<file path="src/core/usb_audio_defines.svh">
// Offsets, field positions, reset values and timing counts of the audio control block
`ifndef USB_AUDIO_DEFINES_SVH
`define USB_AUDIO_DEFINES_SVH

// ****
// Wishbone register byte offsets
// ****
`define REG_SETUP_LO 8'h00
`define REG_SETUP_HI 8'h04
`define REG_COMMAND 8'h08
`define REG_DESC_DATA 8'h0C
`define REG_DESC_PTR 8'h10
`define REG_VOLUME 8'h14
`define REG_STATE 8'h18
`define REG_KEY_REPORT 8'h1C

// ****
// Field positions
// ****
`define CMD_GO_BIT 0
`define CMD_DATA_LSB 16
`define STAT_DONE_BIT 0
`define STAT_STALL_BIT 1
`define STAT_RESP_LSB 16
`define DDATA_PKT_END_BIT 8
`define DDATA_LAST_BIT 9
`define DDATA_VALID_BIT 10
`define ST_MUTE_BIT 0
`define ST_KEYS_LSB 1
`define ST_SUSPEND_BIT 4
`define ST_FS_BIT 5
`define ST_ALT_PLAY_LSB 8
`define ST_ALT_REC_LSB 16
`define KR_NEW_BIT 8

// ****
// Reset values
// ****
`define RST_ATTEN 7'h00
`define RST_MUTE 1'b0
`define RST_ALT 5'h00

// ****
// Protocol constants
// ****
`define CTRL_PKT_BYTES 8
`define ATTEN_MAX_DB 64
`define ALT_MAX_PLAY 6
`define ALT_MAX_REC 18
`define FEATURE_UNIT_ID 8'h03
`define CS_MUTE 8'h01
`define CS_VOLUME 8'h02
`define DEVICE_DESC_LEN 8'h12
`define CONFIG_DESC_LEN 8'h50
`define LANG_DESC_LEN 8'h04

// ****
// Timing
// ****
`define CORE_CLK_KHZ 250000
`define SUSPEND_IDLE_MS 5
`define KEY_REPORT_MS 32
`define SUSPEND_IDLE_CYCLES (`SUSPEND_IDLE_MS * `CORE_CLK_KHZ)
`define KEY_REPORT_CYCLES (`KEY_REPORT_MS * `CORE_CLK_KHZ)

`endif

</file>
<file path="src/core/usb_audio_pkg.sv">
// Types shared by the audio control block
package usb_audio_pkg;

  // Descriptor held in the response window
  typedef enum logic [1:0] {
    DESC_NONE = 2'b00,
    DESC_DEVICE = 2'b01,
    DESC_CONFIG = 2'b10,
    DESC_STRING = 2'b11
  } desc_kind_t;

  // Decoded control request
  typedef enum logic [2:0] {
    REQ_OTHER = 3'b000,
    REQ_GET_DESC = 3'b001,
    REQ_SET_IFACE = 3'b010,
    REQ_SET_CUR = 3'b011,
    REQ_GET_CUR = 3'b100
  } req_kind_t;

endpackage

</file>
<file path="src/core/volume_ramp.sv">
// One channel of the attenuator ramp, one step per sample tick
`timescale 1ns/100ps
`include "usb_audio_defines.svh"
module volume_ramp #(
  parameter int WIDTH = 7
) (
  // Clock and reset
  input wire logic core_clk,
  input wire logic rstn,
  // Ramp control
  input wire logic step_tick,
  input wire logic [WIDTH-1:0] target,
  // Applied attenuation in dB
  output logic [WIDTH-1:0] level
);

  if (WIDTH < 7)
    $error("WIDTH cannot hold 64 dB");

  // ****
  // Ramp
  // ****
  // Single step per sample hides zipper noise on large changes
  always_ff @(posedge core_clk or negedge rstn)
  begin
    if (!rstn)
      level <= WIDTH'(`RST_ATTEN); // RULE25
    else if (step_tick && level < target)
      level <= level + WIDTH'(1); // RULE15
    else if (step_tick && level > target)
      level <= level - WIDTH'(1); // RULE15
  end

endmodule // volume_ramp

</file>
<file path="src/core/usb_audio_descriptor_volume_ctrl.sv">
// Audio function identity, control requests, attenuator, keys and suspend
// What this block does
// RULE1 - Full speed only, pull-up always offered
// RULE2 - Device class, subclass, protocol all zero
// RULE3 - Control endpoint packet size eight bytes
// RULE4 - Vendor string 1, product 2, none serial
// RULE5 - IDs and strings are build-time parameters
// RULE6 - Four interfaces, bus powered, no wakeup
// RULE7 - Max power default 100 mA, changeable
// RULE8 - String zero gives US English only
// RULE9 - Two interfaces with selectable alternate settings
// RULE10 - Control interface accepts only setting zero
// RULE11 - Five entities with their terminal types
// RULE12 - Both stream terminals carry stereo left/right
// RULE13 - Feature unit offers only volume, mute
// RULE14 - Attenuation 0 to 64 dB, 1 dB steps
// RULE15 - Ramp one step per sample to target
// RULE16 - Separate targets and ramps per channel
// RULE17 - Master volume request stalled, nothing changes
// RULE18 - Mute master only, channel mute stalled
// RULE19 - Playback interface seven settings, zero idle
// RULE20 - Suspend output low suspended, high operating
// RULE21 - Keys active high, pulled down outside
// RULE22 - Keys only reported, never touch attenuator
// RULE23 - Key state reported every 32 ms
// RULE24 - Suspend after 5 ms idle, wake at once
// RULE25 - Reset gives 0 dB both, unmuted
// RULE26 - Descriptors from table, cut to length
//
// Chosen here: the address map and register access over Wishbone.
`timescale 1ns/100ps
`include "usb_audio_defines.svh"
module usb_audio_descriptor_volume_ctrl #(
  parameter logic [15:0] VENDOR_ID = 16'h1234, // Arbitrary value
  parameter logic [15:0] PRODUCT_ID = 16'h5678, // Arbitrary value
  parameter logic [7:0] MAX_POWER = 8'h32,
  parameter logic [127:0] VENDOR_STR = "Generic Audio",
  parameter int VENDOR_LEN = 13,
  parameter logic [127:0] PRODUCT_STR = "USB audio codec",
  parameter int PRODUCT_LEN = 15,
  parameter int unsigned SUSPEND_CYCLES = `SUSPEND_IDLE_CYCLES,
  parameter int unsigned REPORT_CYCLES = `KEY_REPORT_CYCLES
) (
  // Clock and reset
  input wire logic core_clk,
  input wire logic rstn,
  // Wishbone slave
  input wire logic cyc_i,
  input wire logic stb_i,
  input wire logic we_i,
  input wire logic [7:0] adr_i,
  input wire logic [3:0] sel_i,
  input wire logic [31:0] dat_i,
  output logic [31:0] dat_o,
  output logic ack_o,
  // Pins from outside the clock domain
  input wire logic bus_idle_in,
  input wire logic fs_tick_in,
  input wire logic mute_key_in,
  input wire logic volume_up_key_in,
  input wire logic volume_down_key_in,
  // Bus state
  output logic suspend_flag_n,
  output logic fs_pullup_en,
  // Converter side
  output logic [6:0] left_atten,
  output logic [6:0] right_atten,
  output logic master_mute,
  output logic playback_stream_on,
  output logic record_stream_on,
  // Key report endpoint
  output logic [2:0] key_report,
  output logic key_report_strobe
);

  if (VENDOR_LEN < 1 || VENDOR_LEN > 16 || PRODUCT_LEN < 1 || PRODUCT_LEN > 16)
    $error("String length out of range");
  if (SUSPEND_CYCLES < 2 || SUSPEND_CYCLES > 24'hFFFFFF)
    $error("SUSPEND_CYCLES out of range");
  if (REPORT_CYCLES < 2 || REPORT_CYCLES > 24'hFFFFFF)
    $error("REPORT_CYCLES out of range");

  // ****
  // Descriptor tables
  // ****
  localparam logic [8*18-1:0] DEV_ROM = {
    8'h12, 8'h01, 8'h10, 8'h01, 8'h00, 8'h00, 8'h00, 8'h08, // RULE2 RULE3
    VENDOR_ID[7:0], VENDOR_ID[15:8], PRODUCT_ID[7:0], PRODUCT_ID[15:8], // RULE5
    8'h00, 8'h01, 8'h01, 8'h02, 8'h00, 8'h01}; // RULE4
  localparam logic [8*80-1:0] CFG_ROM = {
    8'h09, 8'h02, 8'h50, 8'h00, 8'h04, 8'h01, 8'h00, 8'h80, MAX_POWER, // RULE6 RULE7
    8'h09, 8'h04, 8'h00, 8'h00, 8'h00, 8'h01, 8'h01, 8'h00, 8'h00, // RULE10
    8'h0A, 8'h24, 8'h01, 8'h00, 8'h01, 8'h3E, 8'h00, 8'h02, 8'h01, 8'h02,
    8'h0C, 8'h24, 8'h02, 8'h01, 8'h01, 8'h01, 8'h00, 8'h02, 8'h03, 8'h00, 8'h00, 8'h00, // RULE11 RULE12
    8'h09, 8'h24, 8'h03, 8'h02, 8'h01, 8'h03, 8'h00, 8'h03, 8'h00, // RULE11
    8'h0A, 8'h24, 8'h06, 8'h03, 8'h01, 8'h01, 8'h01, 8'h02, 8'h02, 8'h00, // RULE13
    8'h0C, 8'h24, 8'h02, 8'h04, 8'h01, 8'h02, 8'h00, 8'h02, 8'h03, 8'h00, 8'h00, 8'h00, // RULE11
    8'h09, 8'h24, 8'h03, 8'h05, 8'h01, 8'h01, 8'h00, 8'h04, 8'h00}; // RULE11 RULE12
  localparam logic [8*4-1:0] LANG_ROM = {8'h04, 8'h03, 8'h09, 8'h04}; // RULE8

  // UTF-16LE from a right-aligned ASCII parameter
  function automatic logic [7:0] str_byte(input logic [127:0] str, input int len,
                                          input logic [7:0] idx);
    int k;
    k = (int'(idx) - 2) / 2;
    if (idx == 8'h00)
      str_byte = 8'(2 + 2 * len);
    else if (idx == 8'h01)
      str_byte = 8'h03;
    else if (idx[0] == 1'b0 && k < len)
      str_byte = str[8*(len-1-k) +: 8];
    else
      str_byte = 8'h00;
  endfunction

  function automatic logic [7:0] desc_byte(input usb_audio_pkg::desc_kind_t kind,
                                           input logic [1:0] sidx, input logic [7:0] idx);
    desc_byte = 8'h00;
    case (kind)
      usb_audio_pkg::DESC_DEVICE:
        if (idx < `DEVICE_DESC_LEN)
          desc_byte = DEV_ROM[8*(17-int'(idx)) +: 8];
      usb_audio_pkg::DESC_CONFIG:
        if (idx < `CONFIG_DESC_LEN)
          desc_byte = CFG_ROM[8*(79-int'(idx)) +: 8];
      usb_audio_pkg::DESC_STRING:
        if (sidx == 2'd0 && idx < `LANG_DESC_LEN)
          desc_byte = LANG_ROM[8*(3-int'(idx)) +: 8];
        else if (sidx == 2'd1)
          desc_byte = str_byte(VENDOR_STR, VENDOR_LEN, idx);
        else if (sidx == 2'd2)
          desc_byte = str_byte(PRODUCT_STR, PRODUCT_LEN, idx);
      default:
        desc_byte = 8'h00;
    endcase
  endfunction

  // ****
  // Pin synchronisers
  // ****
  logic [4:0] pin_meta;
  logic [4:0] pin_sync;
  logic fs_tick_prev;
  logic sample_tick;
  logic bus_idle;
  logic [2:0] keys;

  always_ff @(posedge core_clk or negedge rstn)
  begin
    if (!rstn)
    begin
      pin_meta <= 5'h00;
      pin_sync <= 5'h00;
      fs_tick_prev <= 1'b0;
    end
    else
    begin
      pin_meta <= {bus_idle_in, fs_tick_in, volume_down_key_in, volume_up_key_in,
                   mute_key_in}; // RULE21
      pin_sync <= pin_meta;
      fs_tick_prev <= pin_sync[3];
    end
  end

  assign keys = pin_sync[2:0];
  assign bus_idle = pin_sync[4];
  assign sample_tick = pin_sync[3] & ~fs_tick_prev;

  // ****
  // Wishbone access
  // ****
  logic [31:0] setup_lo;
  logic [31:0] setup_hi;
  logic [15:0] resp_value;
  logic cmd_done;
  logic cmd_stall;
  usb_audio_pkg::desc_kind_t resp_kind;
  logic [1:0] resp_sidx;
  logic [7:0] resp_len;
  logic [7:0] desc_ptr;
  logic [6:0] left_target;
  logic [6:0] right_target;
  logic [4:0] alt_play;
  logic [4:0] alt_rec;
  logic key_new;
  logic bus_req;
  logic wr_now;
  logic rd_now;
  logic [31:0] next_dat;
  logic [7:0] cur_byte;

  assign bus_req = cyc_i & stb_i;
  assign wr_now = bus_req & ack_o & we_i;
  assign rd_now = bus_req & ack_o & ~we_i;
  assign cur_byte = desc_byte(resp_kind, resp_sidx, desc_ptr);

  always_comb
  begin
    next_dat = 32'h00000000;
    if (adr_i == `REG_SETUP_LO)
      next_dat = setup_lo;
    else if (adr_i == `REG_SETUP_HI)
      next_dat = setup_hi;
    else if (adr_i == `REG_COMMAND)
      next_dat = {resp_value, 14'h0000, cmd_stall, cmd_done};
    else if (adr_i == `REG_DESC_DATA && desc_ptr < resp_len)
    begin
      next_dat[7:0] = cur_byte; // RULE26
      next_dat[`DDATA_PKT_END_BIT] = (desc_ptr[2:0] == 3'(`CTRL_PKT_BYTES - 1)); // RULE3
      next_dat[`DDATA_LAST_BIT] = (desc_ptr == resp_len - 8'h01);
      next_dat[`DDATA_VALID_BIT] = 1'b1;
    end
    else if (adr_i == `REG_DESC_PTR)
      next_dat = {16'h0000, resp_len, desc_ptr};
    else if (adr_i == `REG_VOLUME)
      next_dat = {1'b0, right_target, 1'b0, left_target, 1'b0, right_atten, 1'b0, left_atten};
    else if (adr_i == `REG_STATE)
      next_dat = {11'h000, alt_rec, 3'h0, alt_play, 2'h0, fs_pullup_en, ~suspend_flag_n,
                  keys, master_mute};
    else if (adr_i == `REG_KEY_REPORT)
      next_dat = {23'h000000, key_new, 5'h00, key_report};
  end

  // Answer one cycle after the strobe; unmapped reads return zero
  always_ff @(posedge core_clk or negedge rstn)
  begin
    if (!rstn)
    begin
      ack_o <= 1'b0;
      dat_o <= 32'h00000000;
    end
    else
    begin
      ack_o <= bus_req & ~ack_o;
      dat_o <= (bus_req & ~ack_o & ~we_i) ? next_dat : 32'h00000000;
    end
  end

  // Lanes left clear keep their old byte
  function automatic logic [31:0] lane_merge(input logic [31:0] old, input logic [31:0] wr,
                                             input logic [3:0] sel);
    logic [31:0] m;
    m = {{8{sel[3]}}, {8{sel[2]}}, {8{sel[1]}}, {8{sel[0]}}};
    lane_merge = (wr & m) | (old & ~m);
  endfunction

  always_ff @(posedge core_clk or negedge rstn)
  begin
    if (!rstn)
    begin
      setup_lo <= 32'h00000000;
      setup_hi <= 32'h00000000;
    end
    else if (wr_now && adr_i == `REG_SETUP_LO)
      setup_lo <= lane_merge(setup_lo, dat_i, sel_i);
    else if (wr_now && adr_i == `REG_SETUP_HI)
      setup_hi <= lane_merge(setup_hi, dat_i, sel_i);
  end

  // ****
  // Control request execution
  // ****
  logic [7:0] rq_type;
  logic [7:0] rq_code;
  logic [15:0] rq_value;
  logic [15:0] rq_index;
  logic [15:0] rq_length;
  logic [15:0] cmd_data;
  logic go;
  logic to_fu;
  usb_audio_pkg::req_kind_t rq_kind;
  logic [7:0] str_len;

  assign rq_type = setup_lo[7:0];
  assign rq_code = setup_lo[15:8];
  assign rq_value = setup_lo[31:16];
  assign rq_index = setup_hi[15:0];
  assign rq_length = setup_hi[31:16];
  assign cmd_data = dat_i[31:16];
  assign go = wr_now && adr_i == `REG_COMMAND && sel_i[0] && dat_i[`CMD_GO_BIT];
  assign to_fu = rq_index == {`FEATURE_UNIT_ID, 8'h00};
  assign str_len = (rq_value[7:0] == 8'h00) ? `LANG_DESC_LEN :
                   (rq_value[7:0] == 8'h01) ? 8'(2 + 2 * VENDOR_LEN) : 8'(2 + 2 * PRODUCT_LEN);

  always_comb
  begin
    if (rq_type == 8'h80 && rq_code == 8'h06)
      rq_kind = usb_audio_pkg::REQ_GET_DESC;
    else if (rq_type == 8'h01 && rq_code == 8'h0B)
      rq_kind = usb_audio_pkg::REQ_SET_IFACE;
    else if (rq_type == 8'h21 && rq_code == 8'h01 && to_fu)
      rq_kind = usb_audio_pkg::REQ_SET_CUR;
    else if (rq_type == 8'hA1 && rq_code == 8'h81 && to_fu)
      rq_kind = usb_audio_pkg::REQ_GET_CUR;
    else
      rq_kind = usb_audio_pkg::REQ_OTHER;
  end

  // Host volume is signed 1/256 dB; positive gain clamps to 0 dB
  function automatic logic [6:0] vol_to_att(input logic [15:0] v);
    logic [15:0] neg;
    neg = 16'h0000 - v;
    if (!v[15])
      vol_to_att = 7'h00;
    else if (neg[15:8] >= 8'(`ATTEN_MAX_DB))
      vol_to_att = 7'(`ATTEN_MAX_DB); // RULE14
    else
      vol_to_att = neg[14:8]; // RULE14
  endfunction

  // Master volume and per-channel mute are stalled with nothing stored
  always_ff @(posedge core_clk or negedge rstn)
  begin
    if (!rstn)
    begin
      cmd_done <= 1'b0;
      cmd_stall <= 1'b0;
      resp_value <= 16'h0000;
      resp_kind <= usb_audio_pkg::DESC_NONE;
      resp_sidx <= 2'd0;
      resp_len <= 8'h00;
      left_target <= `RST_ATTEN; // RULE25
      right_target <= `RST_ATTEN; // RULE25
      master_mute <= `RST_MUTE; // RULE25
      alt_play <= `RST_ALT;
      alt_rec <= `RST_ALT;
    end
    else if (go)
    begin
      cmd_done <= 1'b1;
      cmd_stall <= 1'b0;
      case (rq_kind)
        usb_audio_pkg::REQ_GET_DESC:
        begin
          resp_len <= 8'h00;
          if (rq_value[15:8] == 8'h01)
          begin
            resp_kind <= usb_audio_pkg::DESC_DEVICE;
            resp_len <= (rq_length < 16'(`DEVICE_DESC_LEN)) ? rq_length[7:0] : `DEVICE_DESC_LEN; // RULE26
          end
          else if (rq_value[15:8] == 8'h02)
          begin
            resp_kind <= usb_audio_pkg::DESC_CONFIG;
            resp_len <= (rq_length < 16'(`CONFIG_DESC_LEN)) ? rq_length[7:0] : `CONFIG_DESC_LEN; // RULE26
          end
          else if (rq_value[15:8] == 8'h03 && rq_value[7:0] < 8'h03)
          begin
            resp_kind <= usb_audio_pkg::DESC_STRING;
            resp_sidx <= rq_value[1:0]; // RULE4
            resp_len <= (rq_length < 16'(str_len)) ? rq_length[7:0] : str_len; // RULE26
          end
          else
          begin
            resp_kind <= usb_audio_pkg::DESC_NONE;
            cmd_stall <= 1'b1;
          end
        end
        usb_audio_pkg::REQ_SET_IFACE:
          if (rq_index == 16'h0001 && rq_value <= 16'(`ALT_MAX_PLAY))
            alt_play <= rq_value[4:0]; // RULE9 RULE19
          else if (rq_index == 16'h0002 && rq_value <= 16'(`ALT_MAX_REC))
            alt_rec <= rq_value[4:0]; // RULE9
          else if (!((rq_index == 16'h0000 || rq_index == 16'h0003) && rq_value == 16'h0000))
            cmd_stall <= 1'b1; // RULE10
        usb_audio_pkg::REQ_SET_CUR:
          if (rq_value == {`CS_MUTE, 8'h00})
            master_mute <= cmd_data[0]; // RULE18
          else if (rq_value == {`CS_VOLUME, 8'h01})
            left_target <= vol_to_att(cmd_data); // RULE16
          else if (rq_value == {`CS_VOLUME, 8'h02})
            right_target <= vol_to_att(cmd_data); // RULE16
          else
            cmd_stall <= 1'b1; // RULE13 RULE17 RULE18
        usb_audio_pkg::REQ_GET_CUR:
          if (rq_value == {`CS_MUTE, 8'h00})
            resp_value <= {15'h0000, master_mute};
          else if (rq_value == {`CS_VOLUME, 8'h01})
            resp_value <= 16'h0000 - {1'b0, left_target, 8'h00};
          else if (rq_value == {`CS_VOLUME, 8'h02})
            resp_value <= 16'h0000 - {1'b0, right_target, 8'h00};
          else
            cmd_stall <= 1'b1; // RULE17 RULE18
        default:
          cmd_stall <= 1'b1;
      endcase
    end
  end

  // Pointer restarts on every command; reads of the data window advance it
  always_ff @(posedge core_clk or negedge rstn)
  begin
    if (!rstn)
      desc_ptr <= 8'h00;
    else if (go)
      desc_ptr <= 8'h00;
    else if (wr_now && adr_i == `REG_DESC_PTR && sel_i[0])
      desc_ptr <= dat_i[7:0];
    else if (rd_now && adr_i == `REG_DESC_DATA && desc_ptr < resp_len)
      desc_ptr <= desc_ptr + 8'h01; // RULE26
  end

  always_ff @(posedge core_clk or negedge rstn)
  begin
    if (!rstn)
    begin
      playback_stream_on <= 1'b0;
      record_stream_on <= 1'b0;
      fs_pullup_en <= 1'b0;
    end
    else
    begin
      playback_stream_on <= alt_play != 5'h00; // RULE19
      record_stream_on <= alt_rec != 5'h00;
      fs_pullup_en <= 1'b1; // RULE1
    end
  end

  // ****
  // Attenuator ramps
  // ****
  volume_ramp #(.WIDTH(7)) u_left_ramp (
    .core_clk(core_clk),
    .rstn(rstn),
    .step_tick(sample_tick), // RULE15
    .target(left_target),
    .level(left_atten)
  );

  volume_ramp #(.WIDTH(7)) u_right_ramp (
    .core_clk(core_clk),
    .rstn(rstn),
    .step_tick(sample_tick), // RULE15
    .target(right_target),
    .level(right_atten)
  );

  // ****
  // Key report
  // ****
  logic [23:0] report_count;

  // Keys feed only the report path and the state register, not the targets or mute
  always_ff @(posedge core_clk or negedge rstn)
  begin
    if (!rstn)
    begin
      report_count <= 24'h000000;
      key_report <= 3'h0;
      key_report_strobe <= 1'b0;
      key_new <= 1'b0;
    end
    else
    begin
      key_report_strobe <= 1'b0;
      if (report_count == 24'(REPORT_CYCLES - 1))
      begin
        report_count <= 24'h000000;
        key_report <= keys; // RULE22 RULE23
        key_report_strobe <= 1'b1; // RULE23
        key_new <= 1'b1;
      end
      else
      begin
        report_count <= report_count + 24'h000001;
        if (rd_now && adr_i == `REG_KEY_REPORT)
          key_new <= 1'b0;
      end
    end
  end

  // ****
  // Suspend detect
  // ****
  logic [23:0] idle_count;

  always_ff @(posedge core_clk or negedge rstn)
  begin
    if (!rstn)
    begin
      idle_count <= 24'h000000;
      suspend_flag_n <= 1'b1;
    end
    else if (!bus_idle)
    begin
      idle_count <= 24'h000000;
      suspend_flag_n <= 1'b1; // RULE20 RULE24
    end
    else if (idle_count == 24'(SUSPEND_CYCLES - 1))
      suspend_flag_n <= 1'b0; // RULE20 RULE24
    else
      idle_count <= idle_count + 24'h000001;
  end

endmodule // usb_audio_descriptor_volume_ctrl

</file>
<file path="config.mk">
export PLATFORM = sky130hd
export DESIGN_NAME = usb_audio_descriptor_volume_ctrl
export DESIGN_NICKNAME = d
export VERILOG_FILES = /design/src/core/usb_audio_pkg.sv /design/src/core/volume_ramp.sv /design/src/core/usb_audio_descriptor_volume_ctrl.sv
export VERILOG_INCLUDE_DIRS = /design/src /design/src/core
export SDC_FILE = /design/constraint.sdc
export NUM_CORES = 1
export LEC_CHECK = 0
export ABC_CLOCK_PERIOD_IN_PS = 5700
export BUFFER_PORTS_ARGS = -buffer_cell sky130_fd_sc_hd__buf_2
export CELL_PAD_IN_SITES_DETAIL_PLACEMENT = 1
export CELL_PAD_IN_SITES_GLOBAL_PLACEMENT = 1
export CORE_UTILIZATION = 48
export DETAILED_ROUTE_END_ITERATION = 16
export PLACE_DENSITY_LB_ADDON = 0.1
export SLEW_MARGIN = 20
export SYNTH_ARGS = -nofsm -noshare
export SYNTH_HDL_FRONTEND = slang
export SYNTH_SLANG_ARGS = --single-unit
</file>
<file path="constraint.sdc">
create_clock -name core_clk -period 5.7 [get_ports core_clk]
set_input_delay 0.285 -clock core_clk [delete_from_list [all_inputs] [get_ports core_clk]]
set_output_delay 0.285 -clock core_clk [all_outputs]
set_load 0.1 [all_outputs]
</file>
# Word-level counts from Yosys, hierarchy flattened
# Index checks and enable logic that the tools add are counted.
dict set report totals {
  ff_bits 242
  latch_bits 0
  mem_bits_rw 0
  romBits 0
  in_bits 54
  output_inout_bits 56
  word_cells 256
  n_memories 0
}
dict set report op_classes {
  add_sub_neg 18
  mul 0
  div_mod_pow 0
  order_cmp 17
  eq_ne 42
  shifts 5
  n_mux 67
  n_bitwise 25
  n_reduce_logical 52
}
# op count
set ops {}
lappend ops {{$shiftx 640x12->8 const A} 1}
lappend ops {{$shiftx 128x32->8 const A} 2}
lappend ops {{$mux 32} 7}
lappend ops {{$mux 8} 20}
lappend ops {{$shiftx 144x12->8 const A} 1}
lappend ops {{$and 32x32->32} 3}
lappend ops {{$mux 24} 3}
lappend ops {{$lt 32x5->1 const B} 2}
lappend ops {{$or 32x32->32} 2}
lappend ops {{$sub 5x29->29 const A} 2}
lappend ops {{$add 24x1->24 const B} 2}
lappend ops {{$eq 16x10->1 const B} 3}
lappend ops {{$mux 16} 3}
lappend ops {{$mux 7} 6}
lappend ops {{$eq 8x1->1 const B} 5}
lappend ops {{$add 32x1->32} 1}
lappend ops {{$eq 16x2->1 const B} 2}
lappend ops {{$eq 8x5->1 const B} 4}
lappend ops {{$logic_not 16->1} 2}
lappend ops {{$not 32->32} 1}
lappend ops {{$shiftx 32x12->8 const A} 1}
lappend ops {{$sub 1x15->16 const A} 2}
lappend ops {{$logic_and 1x1->1} 28}
lappend ops {{$eq 24x21->1 const B} 1}
lappend ops {{other kinds (60)} 122}

# Longest topological paths before layout
dict set report logic_depth {
  word_depth 17
  depth_mapped 22
  depth_no_buf 20
}

# Modules after synthesis
# From an unflattened synthesis, not the netlist that was laid out.
dict set report hier_totals {
  hier_cells 1618
  hier_area_um2 15046.9
}
# module n_inst cells_per_inst area_per_inst_um2 seq_area_each_um2
set modules_own_cells {}
lappend modules_own_cells {usb_audio_descriptor_volume_ctrl 1 1466 13625.6 5531.6}
lappend modules_own_cells {{volume_ramp at u_right_ramp} 1 77 721.9 175.2}
lappend modules_own_cells {{volume_ramp at u_left_ramp} 1 75 699.4 175.2}

# Least setup slack after synthesis
# OpenSTA, ideal clock, no wires.
dict set report synth_timing {
  kind {register -> register}
  startpoint {register desc_ptr[2]}
  endpoint {register dat_o[4]}
  setup_ps 82
  arrival_time_ps 5159
  required_ps 5618
  path_slack_ps 459
  path_stages_with_launch 22
  n_path_buf 2
  period_less_slack_ps 5241
  path_cell_list {dfrtp_1 clkbuf_1 clkinv_1 ha_1 a21bo_2 a21oi_1 and2_1 ha_1 buf_2 nor2b_1 nand3_1 nor3_1 nand2_1 ha_1 nor4b_1 nand4_1 a21oi_2 a31o_2 nand3_1 o31ai_1 nand3_1 a31oi_1}
}
dict set report synth_between {
  elab_chain_len 17
  elab_cells_between_ends 42
  cone_classes {add/sub: 7; order compare: 6; eq/ne: 1; shift: 5; mux: 17; bitwise: 1; reduce/logical: 5}
}
# element line_no
set synth_lines {}
lappend synth_lines {{start: declaration} usb_audio_descriptor_volume_ctrl.sv:180} ;# logic [7:0] desc_ptr;
lappend synth_lines {{start signal: assignment} usb_audio_descriptor_volume_ctrl.sv:397} ;# desc_ptr <= dat_i[7:0];
lappend synth_lines {{start signal: assignment} usb_audio_descriptor_volume_ctrl.sv:399} ;# desc_ptr <= desc_ptr + 8'h01;
lappend synth_lines {{$sub 8x2->9} usb_audio_descriptor_volume_ctrl.sv:105} ;# k = (int'(idx) - 2) / 2;
lappend synth_lines {{$and 1x1->1 (no line)} --}
lappend synth_lines {{$add 32x1->32 (no line)} --}
lappend synth_lines {{$sub 5x29->29 / $lt 32x5->1 (equally long branches)} {usb_audio_descriptor_volume_ctrl.sv:111, usb_audio_descriptor_volume_ctrl.sv:110}}
lappend synth_lines {{$shiftx 128x32->8 / $logic_and 1x1->1 (equally long branches)} {usb_audio_descriptor_volume_ctrl.sv:111, usb_audio_descriptor_volume_ctrl.sv:110}}
lappend synth_lines {{$mux 8} usb_audio_descriptor_volume_ctrl.sv:110} ;# else if (idx[0] == 1'b0 && k < len)
lappend synth_lines {{$mux 8} usb_audio_descriptor_volume_ctrl.sv:108} ;# else if (idx == 8'h01)
lappend synth_lines {{$mux 8} usb_audio_descriptor_volume_ctrl.sv:106} ;# if (idx == 8'h00)
lappend synth_lines {{$mux 8} usb_audio_descriptor_volume_ctrl.sv:131} ;# else if (sidx == 2'd2)
lappend synth_lines {{$mux 8} usb_audio_descriptor_volume_ctrl.sv:129} ;# else if (sidx == 2'd1)
lappend synth_lines {{$mux 8} usb_audio_descriptor_volume_ctrl.sv:127} ;# if (sidx == 2'd0 && idx < `LANG_DESC_LEN)
lappend synth_lines {{$pmux 8 s3} usb_audio_descriptor_volume_ctrl.sv:119} ;# case (kind)
lappend synth_lines {{$mux 11 *} usb_audio_descriptor_volume_ctrl.sv:206} ;# else if (adr_i == `REG_DESC_DATA && desc_ptr < resp_len)
lappend synth_lines {{$mux 32 *} usb_audio_descriptor_volume_ctrl.sv:204} ;# else if (adr_i == `REG_COMMAND)
lappend synth_lines {{$mux 32 *} usb_audio_descriptor_volume_ctrl.sv:202} ;# else if (adr_i == `REG_SETUP_HI)
lappend synth_lines {{$mux 32 *} usb_audio_descriptor_volume_ctrl.sv:200} ;# if (adr_i == `REG_SETUP_LO)
lappend synth_lines {{$mux 32 *} usb_audio_descriptor_volume_ctrl.sv:235} ;# dat_o <= (bus_req & ~ack_o & ~we_i) ? next_dat : 32'h00000000;
lappend synth_lines {{end signal: assignment} usb_audio_descriptor_volume_ctrl.sv:235}
lappend synth_lines {{end: declaration} usb_audio_descriptor_volume_ctrl.sv:54} ;# output logic [31:0] dat_o,
# Every way passes the cells marked *; elsewhere a longest branch is shown, timed or not.
# A chain may end at the register's enable or synchronous reset.

# Worst setup path after layout
# Ends and elaborated chain as after synthesis.

==> flow_metrics.env <==
export IMPL_ios=110
export IMPL_wl_mm=50.3
export IMPL_antenna_found_initial=3
export IMPL_synthTopCellsByArea="dfrtp_1, mux2_2, ha_1, xnor2_1, nand2_1"
export IMPL_post_cts_buffers=0
export IMPL_grt_max_degree=142
export IMPL_rows=63
export IMPL_worstSetupPathType="flip-flop to flip-flop"
export IMPL_timing_hold_ws_ns=0.00901
export IMPL_skew_ns=0.0211
export IMPL_synth_area_per_cell_um2=9.29
export IMPL_dp_slack_ns=0.488
export IMPL_hold_depth=3
export IMPL_clk_pin_slew_ns=0.06
export IMPL_period_needed_ns=5.19
export IMPL_met3_usage_pct=5.14
export IMPL_grt_usage_pct=32.5
export IMPL_yosys_area_top_type="dfrtp_1"
export IMPL_synthTopCellsByCount="dfrtp_1, nand2_1, nor2_1"
export IMPL_setup_slack_ns=0.510
export IMPL_drive_gt1_share_pct=18.3
export IMPL_setup_worst_path_start="desc_ptr[2]"
export IMPL_cts_sink_count=235
export IMPL_grt_ovfl_total=0
export IMPL_numCtsBuffers=27
export IMPL_fillers=3445
export IMPL_die_area_mm2=0.0316
export IMPL_synth_flop_cell="dfrtp_1"
export IMPL_max_clock_freq_ghz=0.193
export IMPL_slew_headroom_pct=23.2
export IMPL_post_dp_hpwl_mm=36.3
export IMPL_maxSlewViolCount=0
export IMPL_cts_root_buffer="clkbuf_16"
export IMPL_start_util_pct=49.3
export IMPL_p_int_mw=2.89
export IMPL_vdd_drop_max_uv=236
export IMPL_synth_enable_flop_cells=0
export IMPL_synth_top_area_share_pct=39.5
export IMPL_wl_per_cell_um=24.0
export IMPL_drc=0
export IMPL_p_switching_mw=0.864
export IMPL_yosysSeqAreaShare_pct=39.7
export IMPL_multi_input_area_mm2=0.00848
export IMPL_max_cap_violations=0
export IMPL_drt_iter0_drc=1135
export IMPL_hold_path_class="input port to flip-flop"
export IMPL_fin_util_pct=56.0
export IMPL_clk_latency_ns=0.56
export IMPL_critPathRequiredTime_ns=6.15
export IMPL_die_w_um=178
export IMPL_period_share_pct=91.1
export IMPL_p_clk_share_pct=50.9
export IMPL_first_pass_iters=5
export IMPL_synth_most_common_cell="dfrtp_1"
export IMPL_switching_share_pct=23.0
export IMPL_grt_pass1_wl_mm=79.2
export IMPL_via_per_inst=6.35
export IMPL_p_leak_nw=7.49
export IMPL_tightest_slew_ns=1.15
export IMPL_grt_busiest_layer="met2"
export IMPL_cts_tree="done"
export IMPL_clockBufferDepth=3
export IMPL_coreArea_mm2=0.0300
export IMPL_reg2reg_depth=20
export IMPL_setup_violations_final=0
export IMPL_outcome="finished clean"
export IMPL_io_buffers=109
export IMPL_yosysWarningCount=0
export IMPL_gp_congestion=0.920
export IMPL_fp_dieH_um=178
export IMPL_ant_nets=0
export IMPL_hold_violations=0
export IMPL_synth_cell_types=97
export IMPL_min_from="dat_i[17]"
export IMPL_reg2reg_to="dat_o[4]"
export IMPL_seq_power_share_pct=44.9
export IMPL_crit_fanout=17
export IMPL_ys_ff_latch=235
export IMPL_via_count=13300
export IMPL_grt_pass1_vias=13600
export IMPL_ff_latch_area_mm2=0.00588
export IMPL_syn_cell_area_mm2=0.0148
export IMPL_met1_usage_pct=45.7
export IMPL_arrival_ns=5.64
export IMPL_critPathCaptureType="flip-flop"
export IMPL_comb_power_share_pct=4.2
export IMPL_met2_usage_pct=52.2
export IMPL_power_density_mw_per_mm2=223
export IMPL_areaGrowthSynthToFinish_pct=13.4
export IMPL_start_kind="flip-flop"
export IMPL_syn_nets=1718
export IMPL_h_tree_depth=1
export IMPL_rrSetupSlack_ns=0.51
export IMPL_synthCells=1596
export IMPL_async_flop_share_pct=100
export IMPL_timing_rr_start="desc_ptr[2]"
export IMPL_finalPower_mw=3.75
export IMPL_nets=1811
metrics by stage:
| stage | setup TNS (ns) | std cells | area (µm²) |
|---|---|---|---|
| detailed placement | 0 | 2042 | 15700 |
| finish | 0 | 2100 | 16800 |
| global placement | 0 | 2042 | 15700 |
| CTS | 0 | 2099 | 16800 |
| global route | -0.00253 | 2099 | 16800 |
| floorplan | 0 | 1596 | 14800 |
area by class of cell:
| class | instances | area share (%) |
|---|---|---|
| flip-flops and latches | 235 | 35.0 |
| multi-input cells | 1239 | 50.5 |
| well taps | 390 | 2.90 |
| diodes | 1 | 0.0149 |
| clock buffers | 38 | 4.56 |
| repair buffers | 136 | 4.71 |
| inverters | 50 | 1.12 |
| clock inverters | 11 | 1.21 |
worst max-delay path, cell delays in order, from the launching register on:
cell      delay, ns
dfrtp_1        0.35
clkinv_1       0.29
ha_1           0.42
a21bo_2        0.24
a21oi_1        0.14
buf_4          0.24
and2_1         0.18
ha_1           0.38
nor2b_1        0.33
nand2_1        0.21
nor4_4         0.41
nand3b_1       0.13
ha_1           0.28
nor4b_1        0.24
nand4_1        0.15
a21oi_2        0.16
a31o_2         0.19
nand3_1        0.14
o31ai_1        0.32
nand3_1        0.11
a31oi_1        0.15
metal layers:
metal / wire length (µm) / vias to the layer above / part of all wire, %
met5: 18 / - / 0.036
met2: 23200 / 455 / 46
met4: 1210 / 4 / 2.4
met1: 22700 / 6793 / 45
li1: - / 5993 / -
met3: 3240 / 81 / 6.4
what timing repair did:
item                                   in CTS  in global routing
setup endpoints to repair                   0                  5
endpoints found under the hold margin     101                  0
hold buffers                                8                  0
resized for setup                           0                  2
placed cells by master, fill, tap and decap left out, types with 59 or more instances in the layout:
cell type,instances
a21oi_1,88
nor2_1,137
buf_2,108
ha_1,66
nand3_1,59
dfrtp_1,234
o21ai_0,80
nand2_1,142
mux2_2,93
xnor2_1,68
how the worst max path moves through the flow:
stage | endpoint | slack, ns | cells after the start
3_3_place_gp | dat_o[0] | 0.67 | 20
4_1_cts | dat_o[4] | 0.44 | 20
6_report | dat_o[4] | 0.51 | 20
2_1_floorplan | dat_o[4] | 0.46 | 21
3_5_place_dp | dat_o[4] | 0.49 | 20
5_1_grt | dat_o[1] | -0.003 | 20
kinds of logic (layout without fill, tap and decap cells):
group	count (synthesis)	in the layout	share of synthesized area, %
mux	107	107	8.10
simple gates	611	611	21.5
compound gates	355	355	15.6
xor+xnor	96	96	5.77
buf+inv	122	235	3.33
fa+ha+maj	69	69	5.91
flops	235	235	39.7
other cells	1	2	0.0253
power by group through the flow:
stage,Clock [mW],Combinational (mW),Sequential [mW]
final,1.91,0.156,1.68
after global placement,0,0.147,1.71
after floorplan,0,0.0549,1.72
after global routing,2.00,0.171,1.68
after detailed placement,0,0.151,1.71
after CTS,1.94,0.156,1.68
(Power assumes the default switching activity.)
